### src/shared/wdt_consts.svh
// Constants for the crystal watchdog: register address, field positions,
// reset value and counter limits. Included by every design file that needs them.
`ifndef WDT_CONSTS_SVH
`define WDT_CONSTS_SVH

`define WDT_CTRL_ADDR 8'hC0
`define WDT_CTRL_BIT_BASE 5'h18
`define WDT_CTRL_RESET 8'h10
`define WDT_BIT_REFRESH 3'h0
`define WDT_BIT_UNLOCK 3'h1
`define WDT_BIT_FLAG 3'h2
`define WDT_BIT_IRQ_SEL 3'h3
`define WDT_PRE_HI 7
`define WDT_PRE_LO 4
`define WDT_PRE_MAX_TIMED 4'h7
`define WDT_PRE_IMMEDIATE 4'h8
`define WDT_CNT_ZERO 16'h0000
`define WDT_CNT_FULL 16'hFFFF

`endif

### src/shared/wdt_pkg.sv
// Types shared by the crystal watchdog design files.
// Assumes the constants header is included by the files that use it.
package wdt_pkg;
  typedef logic [3:0] wdt_pre_t;
  typedef logic [15:0] wdt_cnt_t;
  typedef logic [7:0] wdt_byte_t;
endpackage

### src/hdl/wdt_core.sv
// Crystal watchdog timer with its control register on the SFR port.
// Assumes the core drives one SFR byte or bit write per cycle, and the
// crystal level arrives synchronous to clk (125 MHz).
// Operation
// Disabled watchdog never resets or interrupts; the code still drives wd_irq from a set flag with the interrupt option.
// Missed refresh causes reset or interrupt.
// 16-bit counter advances on crystal edges.
// Prescale lives in control bits 7:4.
// Timeout is 2^prescale times 512 periods.
// Every write needs the double-write unlock.
// Control register resets to hex 10.
// Control at C0, bit addressable.
// Interrupt option replaces reset, unmaskable.
// Software avoids prescale codes above 1000.
// Accepted refresh write restarts the count.
`timescale 1ns/1ns
`include "wdt_consts.svh"
module wdt_core
  import wdt_pkg::*;
(
  input wire logic clk,
  input wire logic arst_n,
  input wire logic xtal_level,
  input wire logic sfr_wr,
  input wire logic [7:0] sfr_addr,
  input wire logic [7:0] sfr_wdata,
  input wire logic sfr_rd,
  output logic [7:0] sfr_rdata,
  input wire logic sfr_bit_wr,
  input wire logic [7:0] sfr_bit_addr,
  input wire logic sfr_bit_val,
  output logic wd_reset_req,
  output logic wd_irq
);
  logic tick;
  logic [7:0] ctrl_q;
  logic [7:0] ctrl_d;
  logic unlock_q;
  logic unlock_d;
  wdt_cnt_t cnt_q;
  wdt_cnt_t cnt_d;
  logic rst_q;
  logic rst_d;
  logic irq_q;
  logic irq_d;
  logic [7:0] rdata_q;
  logic [7:0] rdata_d;
  logic byte_hit;
  logic bit_hit;
  logic hit;
  logic accept;
  logic [7:0] new_val;
  logic refresh;
  logic enabled;
  wdt_pre_t pre;
  wdt_cnt_t terminal;
  logic timeout;

  // ---------------------------------------------------------------
  // Crystal timebase
  // ---------------------------------------------------------------
  wdt_xtal_edge u_edge (
    .clk(clk),
    .arst_n(arst_n),
    .xtal_level(xtal_level),
    .tick(tick)
  );

  // ---------------------------------------------------------------
  // Register access decode
  // ---------------------------------------------------------------
  // Byte writes hit address C0 and bit writes hit bit addresses C0 to C7.
  always_comb begin
    byte_hit = sfr_wr && (sfr_addr == `WDT_CTRL_ADDR);
    bit_hit = sfr_bit_wr && (sfr_bit_addr[7:3] == `WDT_CTRL_BIT_BASE);
    hit = byte_hit | bit_hit;
    new_val = ctrl_q;
    if (byte_hit) begin
      new_val = sfr_wdata;
    end else if (bit_hit) begin
      new_val[sfr_bit_addr[2:0]] = sfr_bit_val;
    end
    accept = hit && unlock_q;
    refresh = accept && new_val[`WDT_BIT_REFRESH];
    enabled = ctrl_q[`WDT_BIT_REFRESH];
    pre = ctrl_q[`WDT_PRE_HI:`WDT_PRE_LO];
  end

  // ---------------------------------------------------------------
  // Timeout detection
  // ---------------------------------------------------------------
  // The terminal count is a right-shifted all-ones word, so prescale 7 uses
  // the full 16-bit range and prescale 0 ends after 512 crystal periods.
  // Codes at and above 1000 fire at once, so a stray reserved code fails safe.
  always_comb begin
    terminal = `WDT_CNT_FULL >> (`WDT_PRE_MAX_TIMED - {1'b0, pre[2:0]});
    timeout = 1'b0;
    if (enabled) begin
      if (pre >= `WDT_PRE_IMMEDIATE) begin
        timeout = 1'b1;
      end else begin
        timeout = tick && (cnt_q == terminal);
      end
    end
  end

  // ---------------------------------------------------------------
  // Control register and unlock state
  // ---------------------------------------------------------------
  // The unlock opens for exactly the next SFR write of any address, so any
  // unrelated write in between cancels it and the sequence must be redone.
  always_comb begin
    ctrl_d = ctrl_q;
    unlock_d = unlock_q;
    if (accept) begin
      ctrl_d = new_val;
      ctrl_d[`WDT_BIT_UNLOCK] = 1'b0;
      unlock_d = 1'b0;
    end else if (hit && new_val[`WDT_BIT_UNLOCK]) begin
      unlock_d = 1'b1;
    end else if (sfr_wr || sfr_bit_wr) begin
      unlock_d = 1'b0;
    end
    // A timeout in the cycle of a clearing write still leaves the flag set.
    if (timeout) begin
      ctrl_d[`WDT_BIT_FLAG] = 1'b1;
    end
  end

  always_ff @(posedge clk or negedge arst_n) begin
    if (!arst_n) begin
      ctrl_q <= `WDT_CTRL_RESET;
      unlock_q <= 1'b0;
    end else begin
      ctrl_q <= ctrl_d;
      unlock_q <= unlock_d;
    end
  end

  // ---------------------------------------------------------------
  // Timeout counter
  // ---------------------------------------------------------------
  // The counter is held at zero while disabled so re-enabling starts clean.
  always_comb begin
    cnt_d = cnt_q;
    if (!enabled || refresh || timeout) begin
      cnt_d = `WDT_CNT_ZERO;
    end else if (tick) begin
      cnt_d = cnt_q + 16'h0001;
    end
  end

  always_ff @(posedge clk or negedge arst_n) begin
    if (!arst_n) begin
      cnt_q <= `WDT_CNT_ZERO;
    end else begin
      cnt_q <= cnt_d;
    end
  end

  // ---------------------------------------------------------------
  // Response outputs and read data
  // ---------------------------------------------------------------
  // The interrupt request follows the sticky flag while the interrupt option is set and ignores any global
  // interrupt disable, since it is taken straight to the core as a level.
  always_comb begin
    rst_d = timeout && !ctrl_q[`WDT_BIT_IRQ_SEL];
    irq_d = ctrl_d[`WDT_BIT_FLAG] && ctrl_d[`WDT_BIT_IRQ_SEL];
    rdata_d = 8'h00;
    if (sfr_rd && (sfr_addr == `WDT_CTRL_ADDR)) begin
      rdata_d = ctrl_q;
      rdata_d[`WDT_BIT_UNLOCK] = unlock_q;
    end
  end

  always_ff @(posedge clk or negedge arst_n) begin
    if (!arst_n) begin
      rst_q <= 1'b0;
      irq_q <= 1'b0;
      rdata_q <= 8'h00;
    end else begin
      rst_q <= rst_d;
      irq_q <= irq_d;
      rdata_q <= rdata_d;
    end
  end

  assign wd_reset_req = rst_q;
  assign wd_irq = irq_q;
  assign sfr_rdata = rdata_q;

  // ---------------------------------------------------------------
  // Assertions
  // ---------------------------------------------------------------
  // Marks the first cycle after reset release for the reset-value check.
  logic seen_q;
  always_ff @(posedge clk or negedge arst_n) begin
    if (!arst_n) begin
      seen_q <= 1'b0;
    end else begin
      seen_q <= 1'b1;
    end
  end
endmodule

### src/hdl/wdt_xtal_edge.sv
// Rising-edge detector for the crystal clock level.
// Assumes the crystal level is already synchronous to clk.
`timescale 1ns/1ns
module wdt_xtal_edge
  import wdt_pkg::*;
(
  input wire logic clk,
  input wire logic arst_n,
  input wire logic xtal_level,
  output logic tick
);
  logic prev_q;
  logic prev_d;

  // ---------------------------------------------------------------
  // Edge detect
  // ---------------------------------------------------------------
  // The previous level is remembered so one crystal period gives one tick.
  always_comb begin
    prev_d = xtal_level;
    tick = xtal_level & ~prev_q;
  end

  always_ff @(posedge clk or negedge arst_n) begin
    if (!arst_n) begin
      prev_q <= 1'b0;
    end else begin
      prev_q <= prev_d;
    end
  end
endmodule

### config.mk
export PLATFORM = sky130hd
export DESIGN_NAME = wdt_core
export DESIGN_NICKNAME = d
export VERILOG_FILES = /design/src/shared/wdt_pkg.sv /design/src/hdl/wdt_core.sv /design/src/hdl/wdt_xtal_edge.sv
export VERILOG_INCLUDE_DIRS = /design/src /design/src/shared
export SDC_FILE = /design/constraint.sdc
export NUM_CORES = 1
export LEC_CHECK = 0
export BUFFER_PORTS_ARGS = -buffer_cell sky130_fd_sc_hd__buf_4
export CELL_PAD_IN_SITES_DETAIL_PLACEMENT = 0
export CELL_PAD_IN_SITES_GLOBAL_PLACEMENT = 2
export CORE_MARGIN = 2
export CORE_UTILIZATION = 30
export DETAILED_ROUTE_END_ITERATION = 7
export HOLD_SLACK_MARGIN = 0.15
export PLACE_DENSITY_LB_ADDON = 0.1
export SLEW_MARGIN = 20
export SYNTH_ARGS = -nofsm -noshare
export SYNTH_HDL_FRONTEND = slang
export SYNTH_SLANG_ARGS = --single-unit
### constraint.sdc
create_clock -name clk -period 2.3 [get_ports clk]
set_clock_uncertainty 0.15 [all_clocks]
set_input_delay 0.115 -clock clk [delete_from_list [all_inputs] [get_ports clk]]
set_output_delay 0.115 -clock clk [all_outputs]
set_load 0.005 [all_outputs]
==> impl_results.md <==
* Power Density at 451 mW/mm^2
* DRT iter0 DRCs at 59
* Fmax at 460 MHz
* Clock root buffer: clkbuf_8
* Number of buffers added on ports at 40
* Family with the most delay on the worst path: buffers and inverters
* Inserted Diodes at 0
* Number of buffers created by CTS at 5
* Largest net degree at the start of global routing at 36
* Clk_lat worst skew at 280 ps
* #FFs+latches synth at 35
* Crit-path cells: dlygate4sd3_1, buf_4, and3_1, and4b_1, and3_1, a211o_1, dlygate4sd3_1
* Cell leakage power at 1.14 nW
* Max rail drop VDD at 0.000265 V
* Final nets at 288
* Grt ovf at 0
* Sequential area share after synthesis at 46.3%
* Post-CTS Setup Bufs at 0
* Die Span Y at 83.5 um
* Num Clock Sinks at 35
* Hold Fails Final Rpt at 0
* Core Footprint at 0.00603 sq mm
* Net Count, Synth at 225
* Routed WL at 4780 um
* Final period util at 94.5%
* First-pass detailed-route iteration total at 4
* Area of the die at 0.00697 sq mm
* Internal reg-to-reg setup slack at 130 ps
* Width of the chip at 83.5 um
* Clk slew on worst S/H paths at 70 ps
* Max-Cap Viols at 0
* Fin cells at 331
* Synth Warn # at 0
* P&R area growth vs syn at 34.9%
* Top cells by area, synth: dfrtp_1, xor2_1, nor2_1, and2_1, and3_1
* Layout cells sized above 1 at 26.6%
* Num rows at 28
* Syn Area/Cell at 9.82 sq um
* Count leader, synth: dfrtp_1
* Max-slew violation count at 0
* Top FF cell, synth: dfrtp_1
* Largest area contributor in the netlist: dfrtp_1
* Period minus WS final at 2170 ps
* Fraction of registers with async set/reset at 100%
* Hpwl dp at 3580 um
* Post-synthesis cell type count at 51
* Setup TNS at 0 ps
* Worst Path Max Fanout at 4
* Initial Util at 31.4%
* Wire length of the first global-routing pass at 8170 um
* Critical-path top delay cell: dlygate4sd3_1
* Crit path kind: in -> reg
* Gpl congestion at 0.788
* Critical Path Sink Type: flip-flop
* Vias per cell at 5.10
* Mapped Cells at 193
* Reg2Reg Depth at 6
* Critical Path RT at 2320 ps
* Worst path max stage delay at 550 ps
* CP endpoint: ctrl_q[3]$_DFF_PN0_
* EDFF count, synth at 0
* Crit path depth at 7
* Avg WL per Cell at 14.5 um
* Worst-case clock buffer depth at 2
* Worst slew margin at 64.6%
* R2R Path Start: ctrl_q[6]$_DFFE_PN0P_
* Share of the synthesized area in the top cell type at 44.9%
* DR vias at 1688
* CP arrival at 2190 ps
* Layout fillers at 618
* Worst-Margin Slew at 531 ps
* WP buf/inv at 3
* Number of global-route vias before repair at 1788
* Status: complete, no violations
* Synth cell count leaders: dfrtp_1, nor2_1, nand2_1, xor2_1, nand3_1
* Setup crit start: sfr_bit_wr
* Cell total after placement at 308
* Unrepaired setup endpoints after global routing: no
* CTS tree: done
* H-tree lvl count at 2
* Reg2reg end: cnt_q[2]$_DFFE_PN0P_
* IO Pins at 41
* ANT nets after route at 0
* Class of the worst hold path: in -> reg
* Cell area after synthesis at 0.00189 sq mm
* Startpoint Class: input pin
* Initial antenna violation count at 0
* DRC viols at 0
* Gr usage total at 14.6%
* Final setup fails at 0
-- per-stage QoR --
| step | hold slack, ps | util [%] | power (mW) | setup WS [ps] | cell area [sq um] |
|---|---|---|---|---|---|
| finish | 158 | 42.4 | 1.15 | 126 | 2550 |
| global route | 169 | 42.4 | 1.22 | 19.3 | 2550 |
| CTS | 154 | 42.3 | 1.17 | 61.3 | 2550 |
| detailed placement | -47.5 | 38.2 | 0.707 | 136 | 2300 |
| global placement | -55.1 | 38.2 | 0.705 | 172 | 2300 |
| floorplan | -331 | - | 0.644 | 160 | 1890 |
-- how the worst min path moves through the flow --
stage | endpoint | cells past startpoint | slack, ps | start
finish | ctrl_q[7]$_DFFE_PN0P_ | 4 | 160 | sfr_bit_val
floorplan | cnt_q[0]$_DFFE_PN0P_ | 0 | -330 | arst_n
global route | ctrl_q[7]$_DFFE_PN0P_ | 4 | 170 | sfr_bit_val
detailed placement | unlock_q$_DFFE_PN0P_ | 1 | -50 | arst_n
CTS | ctrl_q[7]$_DFFE_PN0P_ | 4 | 150 | sfr_bit_val
global placement | unlock_q$_DFFE_PN0P_ | 1 | -60 | arst_n
-- layout make-up --
cell class | count | area (sq um) | area share (%)
Multi-Input combinational cell | 147 | 945 | 37.0
Sequential cell | 35 | 877 | 34.3
Timing Repair Buffer | 66 | 548 | 21.4
Tap cell | 75 | 93.8 | 3.67
Clock buffer | 6 | 82.6 | 3.23
Clock inverter | 1 | 5.00 | 0.196
Inverter | 1 | 3.75 | 0.147
-- worst min-delay path, stage by stage --
cell	delay [ps]
buf_4	110
or2_2	120
o22ai_1	70
a21oi_1	130
-- routing by layer --
metal | GRT usage [%] | up-vias | part of all wire [%]
met5 | 0 | - | 0
met4 | 5.13 | 0 | 1.9
met3 | 3.17 | 10 | 4.0
met2 | 26.2 | 44 | 51
met1 | 17.3 | 812 | 43
li1 | - | 822 | -
-- flip-flops by register name, summed over array words and instances, names as in the netlist --
signal and count:
cnt_q 16, ctrl_q 7, sfr_rdata 8, u_edge.prev_q 1
unlock_q 1, wd_irq 1, wd_reset_req 1
-- kinds of logic (layout without fill, tap and decap cells) --
| family | Yosys count | count (layout) | share of synthesized area [%] |
|---|---|---|---|
| buf+inv | 11 | 74 | 4.16 |
| simple gates | 90 | 90 | 26.6 |
| xor+xnor | 16 | 16 | 7.40 |
| fa+ha+maj | 1 | 1 | 0.660 |
| compound gates | 36 | 36 | 12.7 |
| flops | 35 | 35 | 46.3 |
| mux | 4 | 4 | 2.18 |
-- where the power goes --
| part | switching [mW] | total, mW | leakage [nW] | internal [mW] |
|---|---|---|---|---|
| clock network | 0.208 | 0.443 | 0.0470 | 0.235 |
| registers | 0.000664 | 0.617 | 0.483 | 0.617 |
| logic | 0.0370 | 0.0922 | 0.614 | 0.0552 |
| total | 0.246 | 1.15 | 1.14 | 0.907 |
-- timing repair --
item,CTS,global route
setup endpoints to repair,0,2
resized for setup,0,1
hold endpoints to repair,44,0
hold buffers,16,0
-- cell usage in the layout (no fill, tap or decap), types with 6 or more instances in the layout --
cell / Yosys / routed
and3_1: 8 / 8
clkbuf_8: 1 / 6
nand2_1: 12 / 12
buf_4: 1 / 49
xor2_1: 11 / 11
and2_1: 9 / 9
nand3_1: 10 / 10
nor2_1: 20 / 20
dfrtp_1: 34 / 34
a21oi_1: 9 / 9
o21ai_0: 6 / 6
dlygate4sd3_1: 0 / 16
Note: power is estimated with default switching activity, not from simulation.
